<file path="src/shared/qdac_pkg.sv">
// Constants, register map and types of the quad DAC write command decoder
package qdac_pkg;

  // Timing
  localparam int CLK_PERIOD_NS = 4;
  localparam int NV_WRITE_NS   = 25000;
  localparam int NV_WRITE_CYC  = (NV_WRITE_NS + CLK_PERIOD_NS - 1) / CLK_PERIOD_NS;

  // Channel word: {vref, pd[1:0], gain, data[11:0]}
  localparam int NUM_CH     = 4;
  localparam int CH_W       = 16;
  localparam int FLD_VREF   = 15;
  localparam int FLD_PD_HI  = 14;
  localparam int FLD_PD_LO  = 13;
  localparam int FLD_GAIN   = 12;
  localparam logic [1:0] LAST_CH = 2'h3;

  // Command byte fields
  localparam logic [1:0] FAST_TAG   = 2'h0;
  localparam logic [2:0] CMD_NVWR   = 3'h2;
  localparam logic [2:0] CMD_ADDR   = 3'h3;
  localparam logic [2:0] CMD_VREF   = 3'h4;
  localparam logic [2:0] CMD_PD     = 3'h5;
  localparam logic [2:0] CMD_GAIN   = 3'h6;
  localparam logic [1:0] WF_MULTI   = 2'h0;
  localparam logic [1:0] WF_BAD     = 2'h1;
  localparam logic [1:0] WF_SEQ     = 2'h2;
  localparam logic [1:0] WF_SINGLE  = 2'h3;

  // Register map (byte addresses)
  localparam int         REG_AW       = 8;
  localparam logic [7:0] REG_CTRL     = 8'h00;
  localparam logic [7:0] REG_STATUS   = 8'h04;
  localparam logic [3:0] REG_IN_PAGE  = 4'h1;
  localparam logic [3:0] REG_OUT_PAGE = 4'h2;
  localparam logic [3:0] REG_NV_PAGE  = 4'h3;
  localparam int         ST_IDLE      = 0;
  localparam int         ST_ADDR_LSB  = 1;
  localparam int         ST_NVADR_LSB = 4;

  // Reset values
  localparam logic        CTRL_EN_RST = 1'b1;
  localparam logic [15:0] CH_RST      = 16'h0000;
  localparam logic [2:0]  ADDR_RST    = 3'h0;

  typedef enum {
    S_CMD, S_FAST_HI, S_FAST_LO, S_CH_HI, S_CH_LO, S_ADDR, S_PD2, S_SKIP
  } qdac_state_t;

endpackage

</file>
<file path="src/shared/qdac_reg_if.sv">
// Register access carrier between bus slave and decoder core
`timescale 1ns/1ps
interface qdac_reg_if;
  import qdac_pkg::*;
  logic              wr_en;
  logic [REG_AW-1:0] wr_addr;
  logic [31:0]       wr_data;
  logic [REG_AW-1:0] rd_addr;
  logic [31:0]       rd_data;

  modport bus  (output wr_en, wr_addr, wr_data, rd_addr, input rd_data);
  modport core (input wr_en, wr_addr, wr_data, rd_addr, output rd_data);
endinterface

</file>
<file path="src/rtl/qdac_ahb_slave.sv">
// AHB-Lite slave front end, zero wait states
`timescale 1ns/1ps
module qdac_ahb_slave import qdac_pkg::*; (
  // Clock and reset
  input  wire logic        hclk,
  input  wire logic        hresetn,
  // AHB-Lite
  input  wire logic        hsel,
  input  wire logic [31:0] haddr,
  input  wire logic [1:0]  htrans,
  input  wire logic        hwrite,
  input  wire logic [2:0]  hsize,
  input  wire logic [31:0] hwdata,
  input  wire logic        hready,
  output logic             hreadyout,
  output logic             hresp,
  output logic [31:0]      hrdata,
  // Core side
  qdac_reg_if.bus          regs
);

  logic              wr_pend_q, wr_pend_d;
  logic [REG_AW-1:0] wr_addr_q, wr_addr_d;
  logic [31:0]       hrdata_q, hrdata_d;
  logic              take;
  logic              mapped;

  assign hreadyout = 1'b1;
  assign hresp     = 1'b0;
  assign hrdata    = hrdata_q;

  assign regs.wr_en   = wr_pend_q;
  assign regs.wr_addr = wr_addr_q;
  assign regs.wr_data = hwdata;
  assign regs.rd_addr = haddr[REG_AW-1:0];

  always_comb begin
    take      = hsel && htrans[1] && hready;
    mapped    = (haddr[31:REG_AW] == 24'h000000) && (haddr[1:0] == 2'h0) && (hsize == 3'h2);
    wr_pend_d = take && hwrite && mapped;
    wr_addr_d = take ? haddr[REG_AW-1:0] : wr_addr_q;
    hrdata_d  = (take && !hwrite && mapped) ? regs.rd_data : 32'h00000000;
  end

  always_ff @(posedge hclk or negedge hresetn) begin
    if (!hresetn) begin
      wr_pend_q <= 1'b0;
      wr_addr_q <= 8'h00;
      hrdata_q  <= 32'h00000000;
    end else begin
      wr_pend_q <= wr_pend_d;
      wr_addr_q <= wr_addr_d;
      hrdata_q  <= hrdata_d;
    end
  end

endmodule // qdac_ahb_slave

</file>
<file path="src/rtl/qdac_cmd_dec.sv">
// Quad DAC write command decoder with nonvolatile write timing
//
// Implementation choices: register access over AHB-Lite and the address map.
`timescale 1ns/1ps
module qdac_cmd_dec import qdac_pkg::*; #(
  parameter int NV_WRITE_CYCLES = NV_WRITE_CYC
) (
  // Clock and reset
  input  wire logic                          hclk,
  input  wire logic                          hresetn,
  // AHB-Lite register bus
  input  wire logic                          hsel,
  input  wire logic [31:0]                   haddr,
  input  wire logic [1:0]                    htrans,
  input  wire logic                          hwrite,
  input  wire logic [2:0]                    hsize,
  input  wire logic [31:0]                   hwdata,
  input  wire logic                          hready,
  output logic                               hreadyout,
  output logic                               hresp,
  output logic [31:0]                        hrdata,
  // Command byte stream from the serial front end
  input  wire logic                          frame_start,
  input  wire logic                          byte_valid,
  input  wire logic [7:0]                    byte_data,
  input  wire logic                          frame_stop,
  // Pins
  input  wire logic                          load_outputs_n_pin,
  output logic                               nv_write_idle_flag,
  // Converter side
  output logic [NUM_CH-1:0][CH_W-1:0]        dac_out_codes,
  output logic [2:0]                         device_address
);

  localparam int CNT_W = $clog2(NV_WRITE_CYCLES + 1);

  qdac_reg_if regs ();

  qdac_ahb_slave u_slave (
    .hclk      (hclk),
    .hresetn   (hresetn),
    .hsel      (hsel),
    .haddr     (haddr),
    .htrans    (htrans),
    .hwrite    (hwrite),
    .hsize     (hsize),
    .hwdata    (hwdata),
    .hready    (hready),
    .hreadyout (hreadyout),
    .hresp     (hresp),
    .hrdata    (hrdata),
    .regs      (regs.bus)
  );

  //////////////////////////////////////////////////////////////////////////////
  // State

  logic                       load_outputs_n_pin_meta_q, load_outputs_n_pin_q;
  qdac_state_t                state_q, state_d;
  logic [1:0]                 ch_q, ch_d;
  logic [1:0]                 mode_q, mode_d;
  logic                       output_update_hold_bit_q, output_update_hold_bit_d;
  logic [7:0]                 hold_q, hold_d;
  logic [NUM_CH-1:0]          pend_q, pend_d;
  logic                       addr_ok_q, addr_ok_d;
  logic [2:0]                 new_addr_q, new_addr_d;
  logic [NUM_CH-1:0][CH_W-1:0] in_q, in_d;
  logic [NUM_CH-1:0][CH_W-1:0] out_q, out_d;
  logic [NUM_CH-1:0][CH_W-1:0] nv_q, nv_d;
  logic [2:0]                 addr_in_q, addr_in_d;
  logic [2:0]                 addr_nv_q, addr_nv_d;
  logic [CNT_W-1:0]           busy_cnt_q, busy_cnt_d;
  logic                       idle_q, idle_d;
  logic                       en_q, en_d;
  logic                       load_outputs_n_pin_low, accept;
  logic                       nv_start, cfg_wr, bad_cmd, addr_apply;

  assign load_outputs_n_pin_low           = !load_outputs_n_pin_q;
  assign nv_write_idle_flag = idle_q;
  assign dac_out_codes      = out_q;
  assign device_address     = addr_in_q;

  //////////////////////////////////////////////////////////////////////////////
  // Load pin synchroniser

  always_ff @(posedge hclk or negedge hresetn) begin
    if (!hresetn) begin
      load_outputs_n_pin_meta_q <= 1'b1;
      load_outputs_n_pin_q      <= 1'b1;
    end else begin
      load_outputs_n_pin_meta_q <= load_outputs_n_pin;
      load_outputs_n_pin_q      <= load_outputs_n_pin_meta_q;
    end
  end

  //////////////////////////////////////////////////////////////////////////////
  // Command decode

  always_comb begin
    state_d    = state_q;
    ch_d       = ch_q;
    mode_d     = mode_q;
    output_update_hold_bit_d     = output_update_hold_bit_q;
    hold_d     = hold_q;
    pend_d     = pend_q;
    addr_ok_d  = addr_ok_q;
    new_addr_d = new_addr_q;
    in_d       = in_q;
    out_d      = out_q;
    nv_d       = nv_q;
    addr_in_d  = addr_in_q;
    addr_nv_d  = addr_nv_q;
    busy_cnt_d = busy_cnt_q;
    en_d       = en_q;
    nv_start   = 1'b0;
    cfg_wr     = 1'b0;
    bad_cmd    = 1'b0;
    addr_apply = 1'b0;
    accept     = en_q && idle_q;

    if (regs.wr_en && regs.wr_addr == REG_CTRL) begin
      en_d = regs.wr_data[0];
    end
    if (busy_cnt_q != '0) begin
      busy_cnt_d = busy_cnt_q - CNT_W'(1);
    end

    if (frame_start) begin
      state_d   = accept ? S_CMD : S_SKIP;
      addr_ok_d = 1'b0;
    end else if (frame_stop) begin
      addr_apply = addr_ok_q && accept;
      addr_ok_d  = 1'b0;
      state_d    = S_SKIP;
    end else if (byte_valid) begin
      if (!accept) begin
        state_d = S_SKIP;
      end else begin
        case (state_q)
          S_CMD: begin
            if (byte_data[7:6] == FAST_TAG) begin
              hold_d  = byte_data;
              ch_d    = 2'h0;
              state_d = S_FAST_LO;
            end else begin
              case (byte_data[7:5])
                CMD_NVWR: begin
                  if (byte_data[4:3] == WF_BAD) begin
                    bad_cmd = 1'b1;
                    state_d = S_SKIP;
                  end else begin
                    mode_d  = byte_data[4:3];
                    ch_d    = byte_data[2:1];
                    output_update_hold_bit_d  = byte_data[0];
                    pend_d  = '0;
                    state_d = S_CH_HI;
                  end
                end
                CMD_ADDR: begin
                  addr_ok_d = load_outputs_n_pin_low;
                  state_d   = S_ADDR;
                end
                CMD_VREF, CMD_GAIN: begin
                  // selection bits, A in bit 3
                  cfg_wr = 1'b1;
                  for (int i = 0; i < NUM_CH; i++) begin
                    if (byte_data[7:5] == CMD_VREF) begin
                      in_d[i][FLD_VREF]  = byte_data[NUM_CH-1-i];
                      out_d[i][FLD_VREF] = byte_data[NUM_CH-1-i];
                    end else begin
                      in_d[i][FLD_GAIN]  = byte_data[NUM_CH-1-i];
                      out_d[i][FLD_GAIN] = byte_data[NUM_CH-1-i];
                    end
                  end
                  state_d = S_SKIP;
                end
                CMD_PD: begin
                  hold_d  = byte_data;
                  state_d = S_PD2;
                end
                default: begin
                  bad_cmd = 1'b1;
                  state_d = S_SKIP;
                end
              endcase
            end
          end
          S_FAST_HI: begin
            hold_d  = byte_data;
            state_d = S_FAST_LO;
          end
          S_FAST_LO: begin
            // fast write, channels A to D
            in_d[ch_q] = {in_q[ch_q][FLD_VREF], hold_q[5:4], in_q[ch_q][FLD_GAIN], hold_q[3:0], byte_data};
            ch_d       = ch_q + 2'h1;
            state_d    = (ch_q == LAST_CH) ? S_SKIP : S_FAST_HI;
          end
          S_CH_HI: begin
            hold_d  = byte_data;
            state_d = S_CH_LO;
          end
          S_CH_LO: begin
            in_d[ch_q] = {hold_q, byte_data};
            if (!output_update_hold_bit_q) begin
              out_d[ch_q] = {hold_q, byte_data};
            end
            case (mode_q)
              WF_SEQ: begin
                pend_d[ch_q] = 1'b1;
                if (ch_q == LAST_CH) begin
                  nv_start = 1'b1;
                  state_d  = S_SKIP;
                end else begin
                  ch_d    = ch_q + 2'h1;
                  state_d = S_CH_HI;
                end
              end
              WF_SINGLE: begin
                pend_d[ch_q] = 1'b1;
                nv_start     = 1'b1;
                state_d      = S_SKIP;
              end
              default: begin
                state_d = S_CMD;
              end
            endcase
          end
          S_ADDR: begin
            new_addr_d = byte_data[4:2];
            addr_ok_d  = addr_ok_q && load_outputs_n_pin_low;
            state_d    = S_SKIP;
          end
          S_PD2: begin
            cfg_wr = 1'b1;
            for (int i = 0; i < NUM_CH; i++) begin
              in_d[i][FLD_PD_HI:FLD_PD_LO]  = (i < 2) ? hold_q[3-2*i -: 2] : byte_data[7-2*(i-2) -: 2];
              out_d[i][FLD_PD_HI:FLD_PD_LO] = (i < 2) ? hold_q[3-2*i -: 2] : byte_data[7-2*(i-2) -: 2];
            end
            state_d = S_SKIP;
          end
          default: begin
            state_d = S_SKIP;
          end
        endcase
      end
    end

    if (nv_start) begin
      for (int i = 0; i < NUM_CH; i++) begin
        if (pend_d[i]) begin
          nv_d[i] = in_d[i];
        end
      end
      pend_d     = '0;
      busy_cnt_d = CNT_W'(NV_WRITE_CYCLES);
    end
    if (addr_apply) begin
      addr_in_d  = new_addr_q;
      addr_nv_d  = new_addr_q;
      busy_cnt_d = CNT_W'(NV_WRITE_CYCLES);
    end

    if (load_outputs_n_pin_low) begin
      out_d = in_d;
    end
    idle_d = (busy_cnt_d == '0);
  end

  always_ff @(posedge hclk or negedge hresetn) begin
    if (!hresetn) begin
      state_q    <= S_SKIP;
      ch_q       <= 2'h0;
      mode_q     <= WF_MULTI;
      output_update_hold_bit_q     <= 1'b0;
      hold_q     <= 8'h00;
      pend_q     <= '0;
      addr_ok_q  <= 1'b0;
      new_addr_q <= ADDR_RST;
      in_q       <= {NUM_CH{CH_RST}};
      out_q      <= {NUM_CH{CH_RST}};
      nv_q       <= {NUM_CH{CH_RST}};
      addr_in_q  <= ADDR_RST;
      addr_nv_q  <= ADDR_RST;
      busy_cnt_q <= '0;
      idle_q     <= 1'b1;
      en_q       <= CTRL_EN_RST;
    end else begin
      state_q    <= state_d;
      ch_q       <= ch_d;
      mode_q     <= mode_d;
      output_update_hold_bit_q     <= output_update_hold_bit_d;
      hold_q     <= hold_d;
      pend_q     <= pend_d;
      addr_ok_q  <= addr_ok_d;
      new_addr_q <= new_addr_d;
      in_q       <= in_d;
      out_q      <= out_d;
      nv_q       <= nv_d;
      addr_in_q  <= addr_in_d;
      addr_nv_q  <= addr_nv_d;
      busy_cnt_q <= busy_cnt_d;
      idle_q     <= idle_d;
      en_q       <= en_d;
    end
  end

  //////////////////////////////////////////////////////////////////////////////
  // Register read mux

  always_comb begin
    regs.rd_data = 32'h00000000;
    if (regs.rd_addr == REG_CTRL) begin
      regs.rd_data[0] = en_q;
    end else if (regs.rd_addr == REG_STATUS) begin
      regs.rd_data[ST_IDLE]                       = idle_q;
      regs.rd_data[ST_ADDR_LSB+2:ST_ADDR_LSB]     = addr_in_q;
      regs.rd_data[ST_NVADR_LSB+2:ST_NVADR_LSB]   = addr_nv_q;
    end else if (regs.rd_addr[3:2] <= LAST_CH) begin
      case (regs.rd_addr[7:4])
        REG_IN_PAGE:  regs.rd_data[CH_W-1:0] = in_q[regs.rd_addr[3:2]];
        REG_OUT_PAGE: regs.rd_data[CH_W-1:0] = out_q[regs.rd_addr[3:2]];
        REG_NV_PAGE:  regs.rd_data[CH_W-1:0] = nv_q[regs.rd_addr[3:2]];
        default:      regs.rd_data = 32'h00000000;
      endcase
    end
  end

  //////////////////////////////////////////////////////////////////////////////
  // Checks

  a_busy_count: assert property (@(posedge hclk) disable iff (!hresetn)
    $fell(idle_q) |-> (busy_cnt_q == CNT_W'(NV_WRITE_CYCLES)) ##0 (!idle_q) [*8])
    else $error("busy period too short");

  a_busy_ignore: assert property (@(posedge hclk) disable iff (!hresetn)
    (!idle_q && byte_valid) |=> $stable(in_q) && $stable(nv_q) && $stable(addr_in_q))
    else $error("command executed while busy");

  a_pin_transfer: assert property (@(posedge hclk) disable iff (!hresetn)
    load_outputs_n_pin_low |=> out_q == in_q)
    else $error("outputs not following inputs with load pin low");

  a_cfg_outputs: assert property (@(posedge hclk) disable iff (!hresetn)
    cfg_wr |=> $stable(nv_q) && idle_q && out_q[0][FLD_GAIN] == in_q[0][FLD_GAIN]
               && out_q[3][FLD_PD_HI:FLD_VREF-3] == in_q[3][FLD_PD_HI:FLD_VREF-3])
    else $error("selection command did not reach outputs");

  a_nv_quiet: assert property (@(posedge hclk) disable iff (!hresetn)
    (!nv_start && !addr_apply) |=> $stable(nv_q) && $stable(addr_nv_q))
    else $error("nonvolatile changed without a programming command");

  a_nv_start: assert property (@(posedge hclk) disable iff (!hresetn)
    nv_start |=> !idle_q && nv_q[$past(ch_q)] == in_q[$past(ch_q)])
    else $error("nonvolatile write not started");

  a_bad_cmd: assert property (@(posedge hclk) disable iff (!hresetn)
    bad_cmd |=> $stable(in_q) && $stable(nv_q) && state_q == S_SKIP && idle_q)
    else $error("undefined command changed state");

  a_addr_store: assert property (@(posedge hclk) disable iff (!hresetn)
    addr_apply |=> addr_in_q == $past(new_addr_q) && addr_nv_q == $past(new_addr_q) && !idle_q)
    else $error("device address not stored");

  a_seq_defer: assert property (@(posedge hclk) disable iff (!hresetn)
    (state_q == S_CH_LO && byte_valid && idle_q && en_q && mode_q == WF_SEQ && ch_q != LAST_CH
     && !frame_start && !frame_stop) |=> $stable(nv_q) && state_q == S_CH_HI)
    else $error("sequential write programmed too early");

endmodule // qdac_cmd_dec

</file>
<file path="config.mk">
export PLATFORM = sky130hd
export DESIGN_NAME = qdac_cmd_dec
export DESIGN_NICKNAME = d
export VERILOG_FILES = /design/src/shared/qdac_pkg.sv /design/src/shared/qdac_reg_if.sv /design/src/rtl/qdac_ahb_slave.sv /design/src/rtl/qdac_cmd_dec.sv
export SDC_FILE = /design/constraint.sdc
export NUM_CORES = 1
export LEC_CHECK = 0
export BUFFER_PORTS_ARGS = -buffer_cell sky130_fd_sc_hd__buf_2
export CAP_MARGIN = 10
export CELL_PAD_IN_SITES_DETAIL_PLACEMENT = 0
export CELL_PAD_IN_SITES_GLOBAL_PLACEMENT = 1
export CORE_ASPECT_RATIO = 1.4
export CORE_MARGIN = 10
export CORE_UTILIZATION = 50
export CTS_CLUSTER_SIZE = 28
export DETAILED_ROUTE_END_ITERATION = 6
export HOLD_SLACK_MARGIN = 0.1
export PLACE_DENSITY = 0.83
export SYNTH_ARGS = -nofsm -noshare
export SYNTH_HDL_FRONTEND = slang
export SYNTH_HIERARCHICAL = 1
export SYNTH_SLANG_ARGS = --single-unit
</file>
<file path="constraint.sdc">
create_clock -name hclk -period 3.5 [get_ports hclk]
set_input_delay 0.525 -clock hclk [delete_from_list [all_inputs] [get_ports hclk]]
set_output_delay 0.525 -clock hclk [all_outputs]
set_load 0.02 [all_outputs]
</file>
==> results_dict.tcl <==
set metrics [dict create \
    rsz0062_at_grt "false" \
    crit_family "simple AND/OR/NAND/NOR gates" \
    cpPeakStageDelay_ns 0.85 \
    fmax_ghz 0.3482 \
    critPathKind "reg -> reg" \
    die_x_um 163.0 \
    tightest_slew_ns 0.9950 \
    crit_required_ns 3.92 \
    clock-sinks 277 \
    routedWlPerCell_um 23.37 \
    grt_pass1_vias 11430 \
    rows 73 \
    clkSlewWorstSetupHoldPaths_ns 0.07 \
    path_buf_inv 1 \
    power.density_nw_per_um2 419.4 \
    postCtsSetupBuffers 0 \
    seqPwrFrac_pct 47.0 \
    arrival_ns 3.29 \
    vias 10830 \
    fin_nets 1513 \
    grt_max_degree 93 \
    start_util_pct 50.58 \
    combPwrFrac_pct 4.7 \
    gp_congestion 0.9346 \
    root_buffer "clkbuf_16" \
    clk_latency_ns 0.56 \
    startpoint_type "flip-flop" \
    slowest_stage "dfstp_2" \
    die_y_um 220.3 \
    p_leak_nw 8.609 \
    hold_viol 0 \
    power.net_switching_mw 1.529 \
    num_antenna_cells 0 \
    period_share_pct 82.05 \
    final_cells 1815 \
    drcViolationCount 0 \
    max_cap_violations 0 \
    vdd_drop_max_uv 411.0 \
    ioPinCount 188 \
    first_iter_violations 758 \
    gr-total-overflow 0 \
    swShare_pct 22.03 \
    hpwl_mm 29.41 \
    grt_first_pass_wirelength_mm 65.57 \
    cp_max_fo 27 \
    die_area_um2 35910 \
    cts_tree "yes" \
    io_buffers 153 \
    crit_path_end_kind "flip-flop" \
    status "completed" \
    fin_setup_tns_ns 0 \
    yosys_warnings 6 \
    finalWorstPathRequiredPeriod_ns 2.872 \
    cts_max_path_buffers 3 \
    hold_class "in -> reg" \
    p_clk_share_pct 48.3 \
    syn_inst 1294 \
    areaGrowthSynthToFinish_pct 15.56 \
    cell_internal_pwr_mw 5.411 \
    core_um2 28310 \
    setup_viol 0 \
    placed_cells 1764 \
    drtPass1Iterations 5 \
    detail-route-antenna-nets 0 \
    path_cells "xnor2_1 -> nor2_1 -> nand3_1 -> buf_4 -> mux2i_1 -> o21ai_0" \
    synthesis.area_um2 14320 \
    skew_ns 0.02109 \
    wl_mm 42.42 \
    routed_via_density 5.967 \
    antenna_found_initial 0 \
    numCtsBuffers 28 \
    layout-drive-gt1-share_pct 26.25 \
    slew_headroom_pct 33.42 \
    h-tree-depth 1 \
    synth_area_per_cell_um2 11.07 \
    slew_violations 0 \
    grt_use_total_pct 23.30 \
]
-- state kept, by name, indices dropped and copies added, names as in the netlist --
register                   cells
nv_q                          64
new_addr_q                     3
addr_nv_q                      3
state_q                        3
u_slave/hrdata                32
in_q                          64
load_outputs_n_pin_meta_q      1
mode_q                         2
output_update_hold_bit_q       1
load_outputs_n_pin_q           1
dac_out_codes                 64
ch_q                           2
nv_write_idle_flag             1
hold_q                         8
addr_ok_q                      1
pend_q                         4
busy_cnt_q                    13
u_slave/regs.wr_en             1
en_q                           1
u_slave/regs.wr_addr           8
-- area by class of cell --
type                    instances  area, um2
fillers                      2405      11770
multi-input cells             853       6735
repair buffers                189       1104
flip-flops and latches        277       6944
well taps                     375      469.2
clock buffers                  36      770.7
inverters                      72      270.3
clock inverters                13      256.5
-- stage by stage --
step / cell area [um2] / power (mW) / hold WS [ns] / utilization, % / setup WS, ns
floorplan: 14380 / 3.479 / 0.2294 / - / 1.238
detailed placement: 15500 / 3.648 / 0.3504 / 54.75 / 0.7459
finish: 16550 / 6.940 / 0.2066 / 58.45 / 0.6284
global route: 16550 / 7.144 / 0.2213 / 58.45 / 0.5022
global placement: 15500 / 3.644 / 0.3525 / 54.75 / 0.7911
CTS: 16550 / 6.989 / 0.1950 / 58.45 / 0.7198
-- cells in the final DEF, fill, tap and decap left out, drive strengths merged, types with 36 or more instances in the layout --
cell type / instances
buf: 187
clkbuf: 36
dfrtp: 270
inv: 72
mux2i: 151
mux4: 48
nand2: 154
nor2: 46
nor4: 48
o21ai: 91
-- power by group through the flow --
stage | Sequential [mW] | Clock [mW] | Combinational (mW)
after global placement | 3.32 | 0 | 0.326
after floorplan | 3.31 | 0 | 0.172
after CTS | 3.26 | 3.40 | 0.332
after global routing | 3.26 | 3.52 | 0.359
final | 3.26 | 3.35 | 0.329
after detailed placement | 3.32 | 0 | 0.329
-- metal layers --
layer	vias to the layer above	track usage (%)	part of all wire, %
met5	-	0	0
met1	5466	27.60	38
met4	0	10.48	4.1
li1	4880	-	-
met3	103	4.408	6.6
met2	381	40.37	52
-- final timing paths --
kind / start / end / slack, ns / depth (start not counted)
min reg2reg: load_outputs_n_pin_meta_q$_DFF_PN1_ / load_outputs_n_pin_q$_DFF_PN1_ / 0.36 / 0
min: frame_stop / addr_ok_q$_DFFE_PN0P_ / 0.21 / 2
min in group asynchronous: hresetn / dac_out_codes[8]$_DFFE_PN0P_ / 0.51 / 2
max reg2reg: state_q[1]$_DFFE_PN1P_ / nv_q[9]$_DFFE_PN0P_ / 0.63 / 6
max: state_q[1]$_DFFE_PN1P_ / nv_q[9]$_DFFE_PN0P_ / 0.63 / 6
max in group asynchronous: hresetn / en_q$_DFFE_PN1P_ / 2.03 / 3
-- what timing repair did --
item,CTS,global route
hold buffers,2,0
endpoints found under the hold margin,58,0
resized for setup,0,0
Power figures use the tool's default switching activity.
